**src/verilog/pwr_ctrl_pkg.sv**
```systemverilog
// Constants for the power-mode control block: register map, field layout, reset values.
// Assumes a single 40 MHz system clock and a synchronous active-high reset.
package pwr_ctrl_pkg;
	localparam logic [7:0]  OFS_CTRL1 = 8'h00;
	localparam logic [7:0]  OFS_CTRL2 = 8'h04;
	localparam logic [7:0]  OFS_CTRL3 = 8'h08;
	localparam logic [7:0]  OFS_STS1  = 8'h0c;
	localparam logic [7:0]  OFS_STS2  = 8'h10;
	localparam logic [7:0]  OFS_CLR   = 8'h14;
	localparam logic [7:0]  OFS_IMASK = 8'h18;
	localparam logic [7:0]  OFS_ISTAT = 8'h1c;
	localparam logic [7:0]  OFS_RTCS  = 8'h20;
	localparam logic [31:0] CTRL1_RST = 32'h0000_0700;
	localparam logic [31:0] CTRL1_WM  = 32'h0000_4707;
	localparam logic [31:0] CTRL2_RST = 32'h0000_0000;
	localparam logic [31:0] CTRL2_WM  = 32'h0000_001f;
	localparam logic [31:0] CTRL3_RST = 32'h0007_0700;
	localparam logic [31:0] CTRL3_WM  = 32'h0037_7777;
	localparam int          LPRUN_EN_BIT = 14;
	localparam int          MRL_HI    = 10;
	localparam int          MRL_LO    = 9;
	localparam int          UNLK_BIT  = 8;
	localparam int          IWK_BIT   = 14;
	localparam int          STBY_FLAG_BIT = 8;
	localparam int          IWKF_BIT  = 15;
	localparam logic [2:0]  SEL_STBY  = 3'h3;
	localparam logic [1:0]  MRL_1V0   = 2'h2;
	localparam logic [1:0]  MRL_1V1   = 2'h3;
	localparam logic [1:0]  BRESP_OK  = 2'h0;
	localparam logic [1:0]  BRESP_ERR = 2'h2;
	// Interrupt event bits: 0 standby exit, 1 any stop2 or standby wake, 2 regulator switch done.
	localparam int          NEV       = 3;
	localparam logic [2:0]  IMASK_RST = 3'h0;
	typedef enum logic [1:0] {
		PM_RUN   = 2'b00,
		PM_STOP2 = 2'b01,
		PM_STBY  = 2'b10
	} pmode_t;
endpackage : pwr_ctrl_pkg

```
**src/verilog/wake_router.sv**
```systemverilog
// Wake routing: turns an alarm into a wake request for the current deep-sleep state.
// Assumes alarm and line-18 inputs are synchronous single-cycle or level events.
`timescale 1ns/1ps
module wake_router
	import pwr_ctrl_pkg::*;
(
	input  wire logic   clk_in,
	input  wire logic   srst_in,
	input  wire pmode_t mode_in,
	input  wire logic   sleep_in,
	input  wire logic   alarm_in,
	input  wire logic   line18_in,
	input  wire logic   iwk_en_in,
	output logic        wake_out,
	output logic        stby_alarm_out
);
	logic alarm_d;
	logic next_alarm_d;

	always_comb begin
		next_alarm_d = alarm_in;
		// Sleep wakes on any alarm; stop2 needs the interrupt line; standby the internal line.
		wake_out = 1'b0;
		stby_alarm_out = 1'b0;
		case (mode_in)
			PM_RUN:   wake_out = sleep_in & alarm_in & ~alarm_d;
			PM_STOP2: wake_out = line18_in;
			PM_STBY: begin
				stby_alarm_out = iwk_en_in & alarm_in & ~alarm_d;
				wake_out = stby_alarm_out;
			end
			default:  wake_out = 1'b0;
		endcase
	end

	always_ff @(posedge clk_in) begin
		if (srst_in) begin
			alarm_d <= 1'b0;
		end else begin
			alarm_d <= next_alarm_d;
		end
	end
endmodule : wake_router

```
**src/verilog/power_mode_control_autowake.sv**
```systemverilog
// Power-mode control top: AXI4-Lite register slave, regulator and deep-sleep steering, wake logic.
// Assumes one 40 MHz clock; the real-time clock and interrupt lines live outside and arrive synchronous.
`timescale 1ns/1ps
module power_mode_control_autowake
	import pwr_ctrl_pkg::*;
(
	input  wire logic        clk_in,
	input  wire logic        srst_in,
	input  wire logic [7:0]  s_axi_awaddr_in,
	input  wire logic        s_axi_awvalid_in,
	output logic             s_axi_awready_out,
	input  wire logic [31:0] s_axi_wdata_in,
	input  wire logic [3:0]  s_axi_wstrb_in,
	input  wire logic        s_axi_wvalid_in,
	output logic             s_axi_wready_out,
	output logic [1:0]       s_axi_bresp_out,
	output logic             s_axi_bvalid_out,
	input  wire logic        s_axi_bready_in,
	input  wire logic [7:0]  s_axi_araddr_in,
	input  wire logic        s_axi_arvalid_in,
	output logic             s_axi_arready_out,
	output logic [31:0]      s_axi_rdata_out,
	output logic [1:0]       s_axi_rresp_out,
	output logic             s_axi_rvalid_out,
	input  wire logic        s_axi_rready_in,
	input  wire logic        deep_sleep_req_in,
	input  wire logic        sleep_req_in,
	input  wire logic        rtc_alarm_in,
	input  wire logic        line18_wake_in,
	input  wire logic        pvd_out_in,
	output logic             main_regulator_on_out,
	output logic             low_power_regulator_on_out,
	output logic [1:0]       main_regulator_level_out,
	output logic             level_1v0_out,
	output logic             level_1v1_out,
	output logic             backup_write_enable_out,
	output logic [1:0]       rtc_source_select_out,
	output logic             stop2_out,
	output logic             standby_out,
	output logic             irq_out
);
	logic [31:0]    ctrl1;
	logic [31:0]    ctrl2;
	logic [31:0]    ctrl3;
	logic [31:0]    next_ctrl1;
	logic [31:0]    next_ctrl2;
	logic [31:0]    next_ctrl3;
	logic           stby_flag;
	logic           iwkf;
	logic           next_stby_flag;
	logic           next_iwkf;
	logic [NEV-1:0] istat;
	logic [NEV-1:0] imask;
	logic [NEV-1:0] next_istat;
	logic [NEV-1:0] next_imask;
	logic [1:0]     rtc_src;
	logic [1:0]     next_rtc_src;
	pmode_t         mode;
	pmode_t         next_mode;
	logic           aw_h;
	logic           w_h;
	logic           next_aw_h;
	logic           next_w_h;
	logic [7:0]     awa;
	logic [7:0]     next_awa;
	logic [31:0]    wd;
	logic [31:0]    next_wd;
	logic [3:0]     ws;
	logic [3:0]     next_ws;
	logic           bv;
	logic           next_bv;
	logic           rv;
	logic           next_rv;
	logic [1:0]     br;
	logic [1:0]     next_br;
	logic [31:0]    rd;
	logic [31:0]    next_rd;
	logic [31:0]    rmux;
	logic           lp_run_d;
	logic           next_lp_run_d;
	logic           wake;
	logic           stby_alarm;
	logic           do_wr;
	logic           do_rd;
	logic [31:0]    wmask;
	logic [31:0]    sts1;
	logic [31:0]    sts2;

	// The router keeps the alarm edge detector, so a held alarm wakes the block only once.
	wake_router u_wake (
		.clk_in         (clk_in),
		.srst_in        (srst_in),
		.mode_in        (mode),
		.sleep_in       (sleep_req_in),
		.alarm_in       (rtc_alarm_in),
		.line18_in      (line18_wake_in),
		.iwk_en_in      (ctrl3[IWK_BIT]),
		.wake_out       (wake),
		.stby_alarm_out (stby_alarm)
	);

	// Byte strobes widen to a bit mask so each lane of a write lands on its own.
	for (genvar i = 0; i < 4; i++) begin : g_strb
		assign wmask[8*i +: 8] = {8{ws[i]}};
	end

	// A write executes only when both halves are held and no earlier answer is still pending.
	assign do_wr = aw_h & w_h & ~bv;
	assign do_rd = s_axi_arvalid_in & ~rv;
	// Each write channel closes once its half is held, and both stay closed while the answer waits.
	assign s_axi_awready_out = ~aw_h & ~bv;
	assign s_axi_wready_out  = ~w_h & ~bv;
	assign s_axi_arready_out = ~rv;
	assign s_axi_bvalid_out  = bv;
	assign s_axi_bresp_out   = br;
	assign s_axi_rvalid_out  = rv;
	assign s_axi_rresp_out   = BRESP_OK;
	assign s_axi_rdata_out   = rd;

	assign sts1 = {16'h0, iwkf, 6'h0, stby_flag, 8'h0};
	// Status two: low-power-run state one cycle late, main regulator on, voltage detector.
	assign sts2 = {29'h0, pvd_out_in, ~ctrl1[LPRUN_EN_BIT], lp_run_d};

	// Reserved bits and the write-only clear register read as zero.
	always_comb begin
		case (s_axi_araddr_in)
			OFS_CTRL1: rmux = ctrl1;
			OFS_CTRL2: rmux = ctrl2;
			OFS_CTRL3: rmux = ctrl3;
			OFS_STS1:  rmux = sts1;
			OFS_STS2:  rmux = sts2;
			OFS_CLR:   rmux = 32'h0;
			OFS_IMASK: rmux = {29'h0, imask};
			OFS_ISTAT: rmux = {29'h0, istat};
			OFS_RTCS:  rmux = {30'h0, rtc_src};
			default: begin
				// Unmapped offsets read as zero with an OKAY answer, so a probe never stalls.
				rmux = 32'h0;
			end
		endcase
	end

	always_comb begin
		next_aw_h = aw_h;
		next_w_h  = w_h;
		next_awa  = awa;
		next_wd   = wd;
		next_ws   = ws;
		next_bv   = bv;
		next_br   = br;
		next_rv   = rv;
		next_rd   = rd;
		next_ctrl1 = ctrl1;
		next_ctrl2 = ctrl2;
		next_ctrl3 = ctrl3;
		next_stby_flag = stby_flag;
		next_iwkf  = iwkf;
		next_imask = imask;
		next_rtc_src = rtc_src;
		next_istat = istat;
		next_mode  = mode;
		next_lp_run_d = ctrl1[LPRUN_EN_BIT];
		if (s_axi_awvalid_in && s_axi_awready_out) begin
			next_aw_h = 1'b1;
			next_awa  = s_axi_awaddr_in;
		end
		if (s_axi_wvalid_in && s_axi_wready_out) begin
			next_w_h = 1'b1;
			next_wd  = s_axi_wdata_in;
			next_ws  = s_axi_wstrb_in;
		end
		if (bv && s_axi_bready_in) begin
			next_bv = 1'b0;
		end
		if (rv && s_axi_rready_in) begin
			next_rv = 1'b0;
		end
		if (do_wr) begin
			next_aw_h = 1'b0;
			next_w_h  = 1'b0;
			next_bv   = 1'b1;
			next_br   = BRESP_OK;
			case (awa)
				OFS_CTRL1: next_ctrl1 = (ctrl1 & ~(wmask & CTRL1_WM)) | (wd & wmask & CTRL1_WM);
				OFS_CTRL2: next_ctrl2 = (ctrl2 & ~(wmask & CTRL2_WM)) | (wd & wmask & CTRL2_WM);
				OFS_CTRL3: next_ctrl3 = (ctrl3 & ~(wmask & CTRL3_WM)) | (wd & wmask & CTRL3_WM);
				OFS_STS1, OFS_STS2: next_br = BRESP_OK;
				OFS_CLR: begin
					if (ws[1] && wd[STBY_FLAG_BIT]) begin
						next_stby_flag = 1'b0;
					end
					if (ws[1] && wd[IWKF_BIT]) begin
						next_iwkf = 1'b0;
					end
				end
				OFS_IMASK: if (ws[0]) next_imask = wd[NEV-1:0];
				// The clock source lives in the backup domain, so it obeys the unlock bit.
				OFS_RTCS: if (ws[0] && ctrl1[UNLK_BIT]) next_rtc_src = wd[1:0];
				default: next_br = BRESP_ERR;
			endcase
		end
		if (do_rd) begin
			next_rv = 1'b1;
			next_rd = rmux;
			// Reading the event register clears it; a fresh event below still wins.
			if (s_axi_araddr_in == OFS_ISTAT) begin
				next_istat = '0;
			end
		end
		// An unused deep-sleep code leaves the block running rather than guessing a target.
		case (mode)
			PM_RUN: begin
				if (deep_sleep_req_in) begin
					next_mode = (ctrl1[2:0] == SEL_STBY) ? PM_STBY :
						(ctrl1[2:0] < SEL_STBY) ? PM_STOP2 : PM_RUN;
				end
			end
			PM_STOP2: if (wake) next_mode = PM_RUN;
			PM_STBY: begin
				if (wake) begin
					next_mode  = PM_RUN;
					// Standby exit resets the control registers but keeps the status flags.
					next_ctrl1 = CTRL1_RST;
					next_ctrl2 = CTRL2_RST;
					next_ctrl3 = CTRL3_RST;
					next_rtc_src = 2'h0;
					next_imask = IMASK_RST;
				end
			end
			default: next_mode = PM_RUN;
		endcase
		if (mode == PM_STBY && wake) begin
			next_stby_flag = 1'b1;
			next_istat[0] = 1'b1;
		end
		if (stby_alarm) begin
			next_iwkf = 1'b1;
		end
		if (wake && mode != PM_RUN) begin
			next_istat[1] = 1'b1;
		end
		// A change of low-power-run enable is reported once status two has followed it.
		if (lp_run_d != ctrl1[LPRUN_EN_BIT]) begin
			next_istat[2] = 1'b1;
		end
	end

	// One register stage for all state; the synchronous reset also clears low-power-run enable.
	always_ff @(posedge clk_in) begin
		if (srst_in) begin
			ctrl1  <= CTRL1_RST;
			ctrl2  <= CTRL2_RST;
			ctrl3  <= CTRL3_RST;
			stby_flag <= 1'b0;
			iwkf   <= 1'b0;
			imask  <= IMASK_RST;
			istat  <= '0;
			rtc_src <= 2'h0;
			mode   <= PM_RUN;
			aw_h   <= 1'b0;
			w_h    <= 1'b0;
			awa    <= 8'h00;
			wd     <= 32'h0;
			ws     <= 4'h0;
			bv     <= 1'b0;
			br     <= BRESP_OK;
			rv     <= 1'b0;
			rd     <= 32'h0;
			lp_run_d <= 1'b0;
		end else begin
			ctrl1  <= next_ctrl1;
			ctrl2  <= next_ctrl2;
			ctrl3  <= next_ctrl3;
			stby_flag <= next_stby_flag;
			iwkf   <= next_iwkf;
			imask  <= next_imask;
			istat  <= next_istat;
			rtc_src <= next_rtc_src;
			mode   <= next_mode;
			aw_h   <= next_aw_h;
			w_h    <= next_w_h;
			awa    <= next_awa;
			wd     <= next_wd;
			ws     <= next_ws;
			bv     <= next_bv;
			br     <= next_br;
			rv     <= next_rv;
			rd     <= next_rd;
			lp_run_d <= next_lp_run_d;
		end
	end

	// Steering follows the control register directly, so the two regulators never overlap.
	assign main_regulator_on_out      = ~ctrl1[LPRUN_EN_BIT];
	assign low_power_regulator_on_out = ctrl1[LPRUN_EN_BIT];
	assign main_regulator_level_out   = ctrl1[MRL_HI:MRL_LO];
	assign level_1v0_out              = ctrl1[MRL_HI:MRL_LO] == MRL_1V0;
	assign level_1v1_out              = ctrl1[MRL_HI:MRL_LO] == MRL_1V1;
	assign backup_write_enable_out    = ctrl1[UNLK_BIT];
	assign rtc_source_select_out      = rtc_src;
	assign stop2_out                  = mode == PM_STOP2;
	assign standby_out                = mode == PM_STBY;
	assign irq_out                    = |(istat & imask);
endmodule : power_mode_control_autowake

```
**config.mk**
```make
export PLATFORM = sky130hd
export DESIGN_NAME = power_mode_control_autowake
export DESIGN_NICKNAME = d
export VERILOG_FILES = /design/src/verilog/pwr_ctrl_pkg.sv /design/src/verilog/wake_router.sv /design/src/verilog/power_mode_control_autowake.sv
export SDC_FILE = /design/constraint.sdc
export NUM_CORES = 1
export LEC_CHECK = 0
export BUFFER_PORTS_ARGS = -buffer_cell sky130_fd_sc_hd__buf_4
export CAP_MARGIN = 15
export CORE_MARGIN = 4
export CORE_UTILIZATION = 56
export CTS_CLUSTER_DIAMETER = 150
export DETAILED_ROUTE_END_ITERATION = 6
export GPL_TIMING_DRIVEN = 0
export PLACE_DENSITY = 0.92
export SLEW_MARGIN = 20
export SYNTH_ARGS = -nofsm -noshare
export SYNTH_HDL_FRONTEND = slang
export SYNTH_SLANG_ARGS = --single-unit
```
**constraint.sdc**
```tcl
create_clock -name clk_in -period 6 [get_ports clk_in]
set_clock_uncertainty 0.15 [all_clocks]
set_input_delay 0.6 -clock clk_in [delete_from_list [all_inputs] [get_ports clk_in]]
set_output_delay 0.6 -clock clk_in [all_outputs]
set_load 0.01 [all_outputs]
```
==> out/metrics.cfg <==
[placed_design]
preCtsSetupSlack_ps = 3150
dp_hpwl_um = 8560
port_buffers = 99
dp_cells = 688
place_congestion = 0.929

[critical_path]
cp_max_fo = 10
required_ps = 6070
arrival_ps = 2830
crit_type = reg2reg
cp-end-kind = flop
r2r_cells = 9
critPathLaunchType = flop

[cts]
cts_made_buffers = 9
cts-root-buf = clkbuf_8
cts_tree = yes
cts.sinks = 98
cts_setup_buffers = 0
cts_resized = 0
clk_latency_ps = 350
htreeDepth = 3
clockBufferDepth = 2
ctsHoldBuffers = 0
clk_pin_slew_ps = 100

[yosys]
synth_area_um2 = 4230
ys_ff_latch = 98
yosysWarningCount = 0
synth_cells = 488
syn_avg_cell_area_um2 = 8.68
synth.distinct_cells = 50
synth-seq-area-share_pct = 46.3
synth_enable_flop_cells = 0
async_reset_ff_share_pct = 0
synth_flop_cell = dfxtp_1

[power_and_ir_drop]
pwr-share-seq_pct = 52.2
ir_worst_vdd_uv = 175
switchingPower_uw = 342
internal-power_uw = 974
powerDensity_nw_per_um2 = 247
comb_power_share_pct = 11.6
p_leak_uw = 0.00224
clockPowerShare_pct = 36.2
switching_share_pct = 26.0

[timing]
period_share_pct = 46.0
finalMaxSlewViolations = 0
layout_setup_ws_ps = 3240
min_period_ps = 2760
hold_viol = 0
fmaxAchievable_ghz = 0.362
setup_viol = 0
relSlewSlack_pct = 29.2
worst_pin_slew_ps = 1060
fin_tns_setup_ps = 0
rsz0062_at_grt = false

[final_layout]
final_common_cell = buf_4
drive_above_1_share_pct = 25.8
fillers = 521
nets = 668
fin_cells = 704
diodes = 0
final_cell_mix = 117 x buf_4, 98 x dfxtp_1, 90 x nand2_1
synthToLayoutAreaGrowth_pct = 25.9

[die]
die_w_um = 95.0
initial_core_util_pct = 58.1
coreArea_um2 = 7290
rows = 31
io_pins = 117
die_h_um = 95.0
fp.dieArea_um2 = 9020

[detailed_routing]
wirelength_um = 11900
first_pass_iters = 5
dr_total_vias = 3956
drc = 0
viasPerCell = 5.62
post_drt_wl_per_cell_um = 16.9
ant_nets = 0
drt_iter0_markers = 394

[global_routing]
use_met3_pct = 2.95
use_met2_pct = 48.0
antenna_found_initial = 0
grtUsageMet1_pct = 31.6
grtUsageTotal_pct = 26.7
grt_pass1_vias = 3847
grt_max_degree = 18
top_usage_layer = met2
overflow = 0
grt_pass1_wl_um = 18500

[flow_run]
maxCapViolCount = 0

[run_status]
status = completed

[min_path]
whs_path_depth = 2
min_path_type = reg2reg

-- power by group through the flow --
stage / Combinational, uW / Sequential, uW / Clock [uW]
floorplan: 89.6 / 696 / 0
global placement: 145 / 699 / 0
detailed placement: 149 / 701 / 0
CTS: 151 / 686 / 476
global route: 167 / 689 / 500
finish: 153 / 687 / 477
-- layout make-up --
type / count / area, um^2 / share of cell area (%)
clock buffers: 9 / 124 / 2.32
clock inverters: 7 / 98.8 / 1.85
repair buffers: 99 / 743 / 13.9
plain buffers: 43 / 254 / 4.76
flip-flops and latches: 98 / 1960 / 36.8
multi-input cells: 341 / 2000 / 37.4
well taps: 99 / 124 / 2.32
inverters: 8 / 30.0 / 0.563
-- cells by family after synthesis --
logic type      Yosys count  synth area share, %
buf+inv                  51                 6.71
mux                      39                 9.37
fa+ha+maj                 4                 1.18
simple gates            202                 23.3
flops                    98                 46.3
compound gates           92                 12.9
other cells               1               0.0886
xor+xnor                  1                0.207
-- worst max-delay path, cell delays in order, from the launching register on --
cell and delay, ps:
dfxtp_1 350, inv_1 80, ha_1 240, nand4b_1 220, a31oi_1 300, nand2_1 190, nand2b_1 110, clkbuf_1 280
clkbuf_1 560, nor2_1 120
-- layer usage --
metal / share of wire, % / up-vias / wire length (um)
met5: 0 / - / 0
met4: 2.2 / 0 / 260
met3: 6.1 / 20 / 727
met2: 51 / 187 / 6020
met1: 41 / 1867 / 4890
li1: - / 1882 / -
-- through the flow --
stage                     total power (uW)  hold WS (ps)  cell area, um^2  util (%)
after floorplan                        786           282             4240         -
after global placement                 845           290             5110      70.1
after detailed placement               850           292             5110      70.1
after CTS                             1310           305             5330      73.1
after global routing                  1360           322             5330      73.1
final                                 1320           309             5330      73.1
-- state kept, by name, summed over array words and instances, names as in the netlist, 2 cells and up --
signal,count
s_axi_rdata_out,20
wd,19
ctrl3,17
awa,8
ctrl1,7
ctrl2,5
imask,3
istat,3
ws,3
mode,2
rtc_source_select_out,2
-- final timing paths --
| kind | from | slack [ps] | endpoint |
|---|---|---|---|
| max reg2reg | mode[0] | 3240 | ctrl3[5] |
| min | s_axi_rdata_out[15] | 310 | s_axi_rdata_out[15] |
| max | mode[0] | 3240 | ctrl3[5] |
| min reg2reg | s_axi_rdata_out[15] | 310 | s_axi_rdata_out[15] |
-- synthesized netlist by cell type (all sizes together) (2+ instances only) --
library cell,instances,area share (%)
nand3b,3,0.53
o21ai,11,1.3
a22oi,16,2.8
nand2,90,8.0
nand4,7,1.0
nor3,7,0.83
a21o,2,0.35
a32oi,3,0.62
nor2,55,5.6
nand2b,4,0.59
clkbuf,20,2.0
and3,3,0.44
mux2,5,1.3
nand4b,2,0.41
nor2b,7,1.2
nor4,3,0.44
and2,5,0.77
inv,8,0.71
nor4b,2,0.92
ha,4,1.2
or4,2,0.53
a21oi,52,6.1
a211oi,2,0.35
dfxtp,98,46
buf,23,4.0
mux2i,34,8.0
nand3,5,0.59
nor3b,3,0.65
Note: power is estimated with default switching activity, not from simulation.
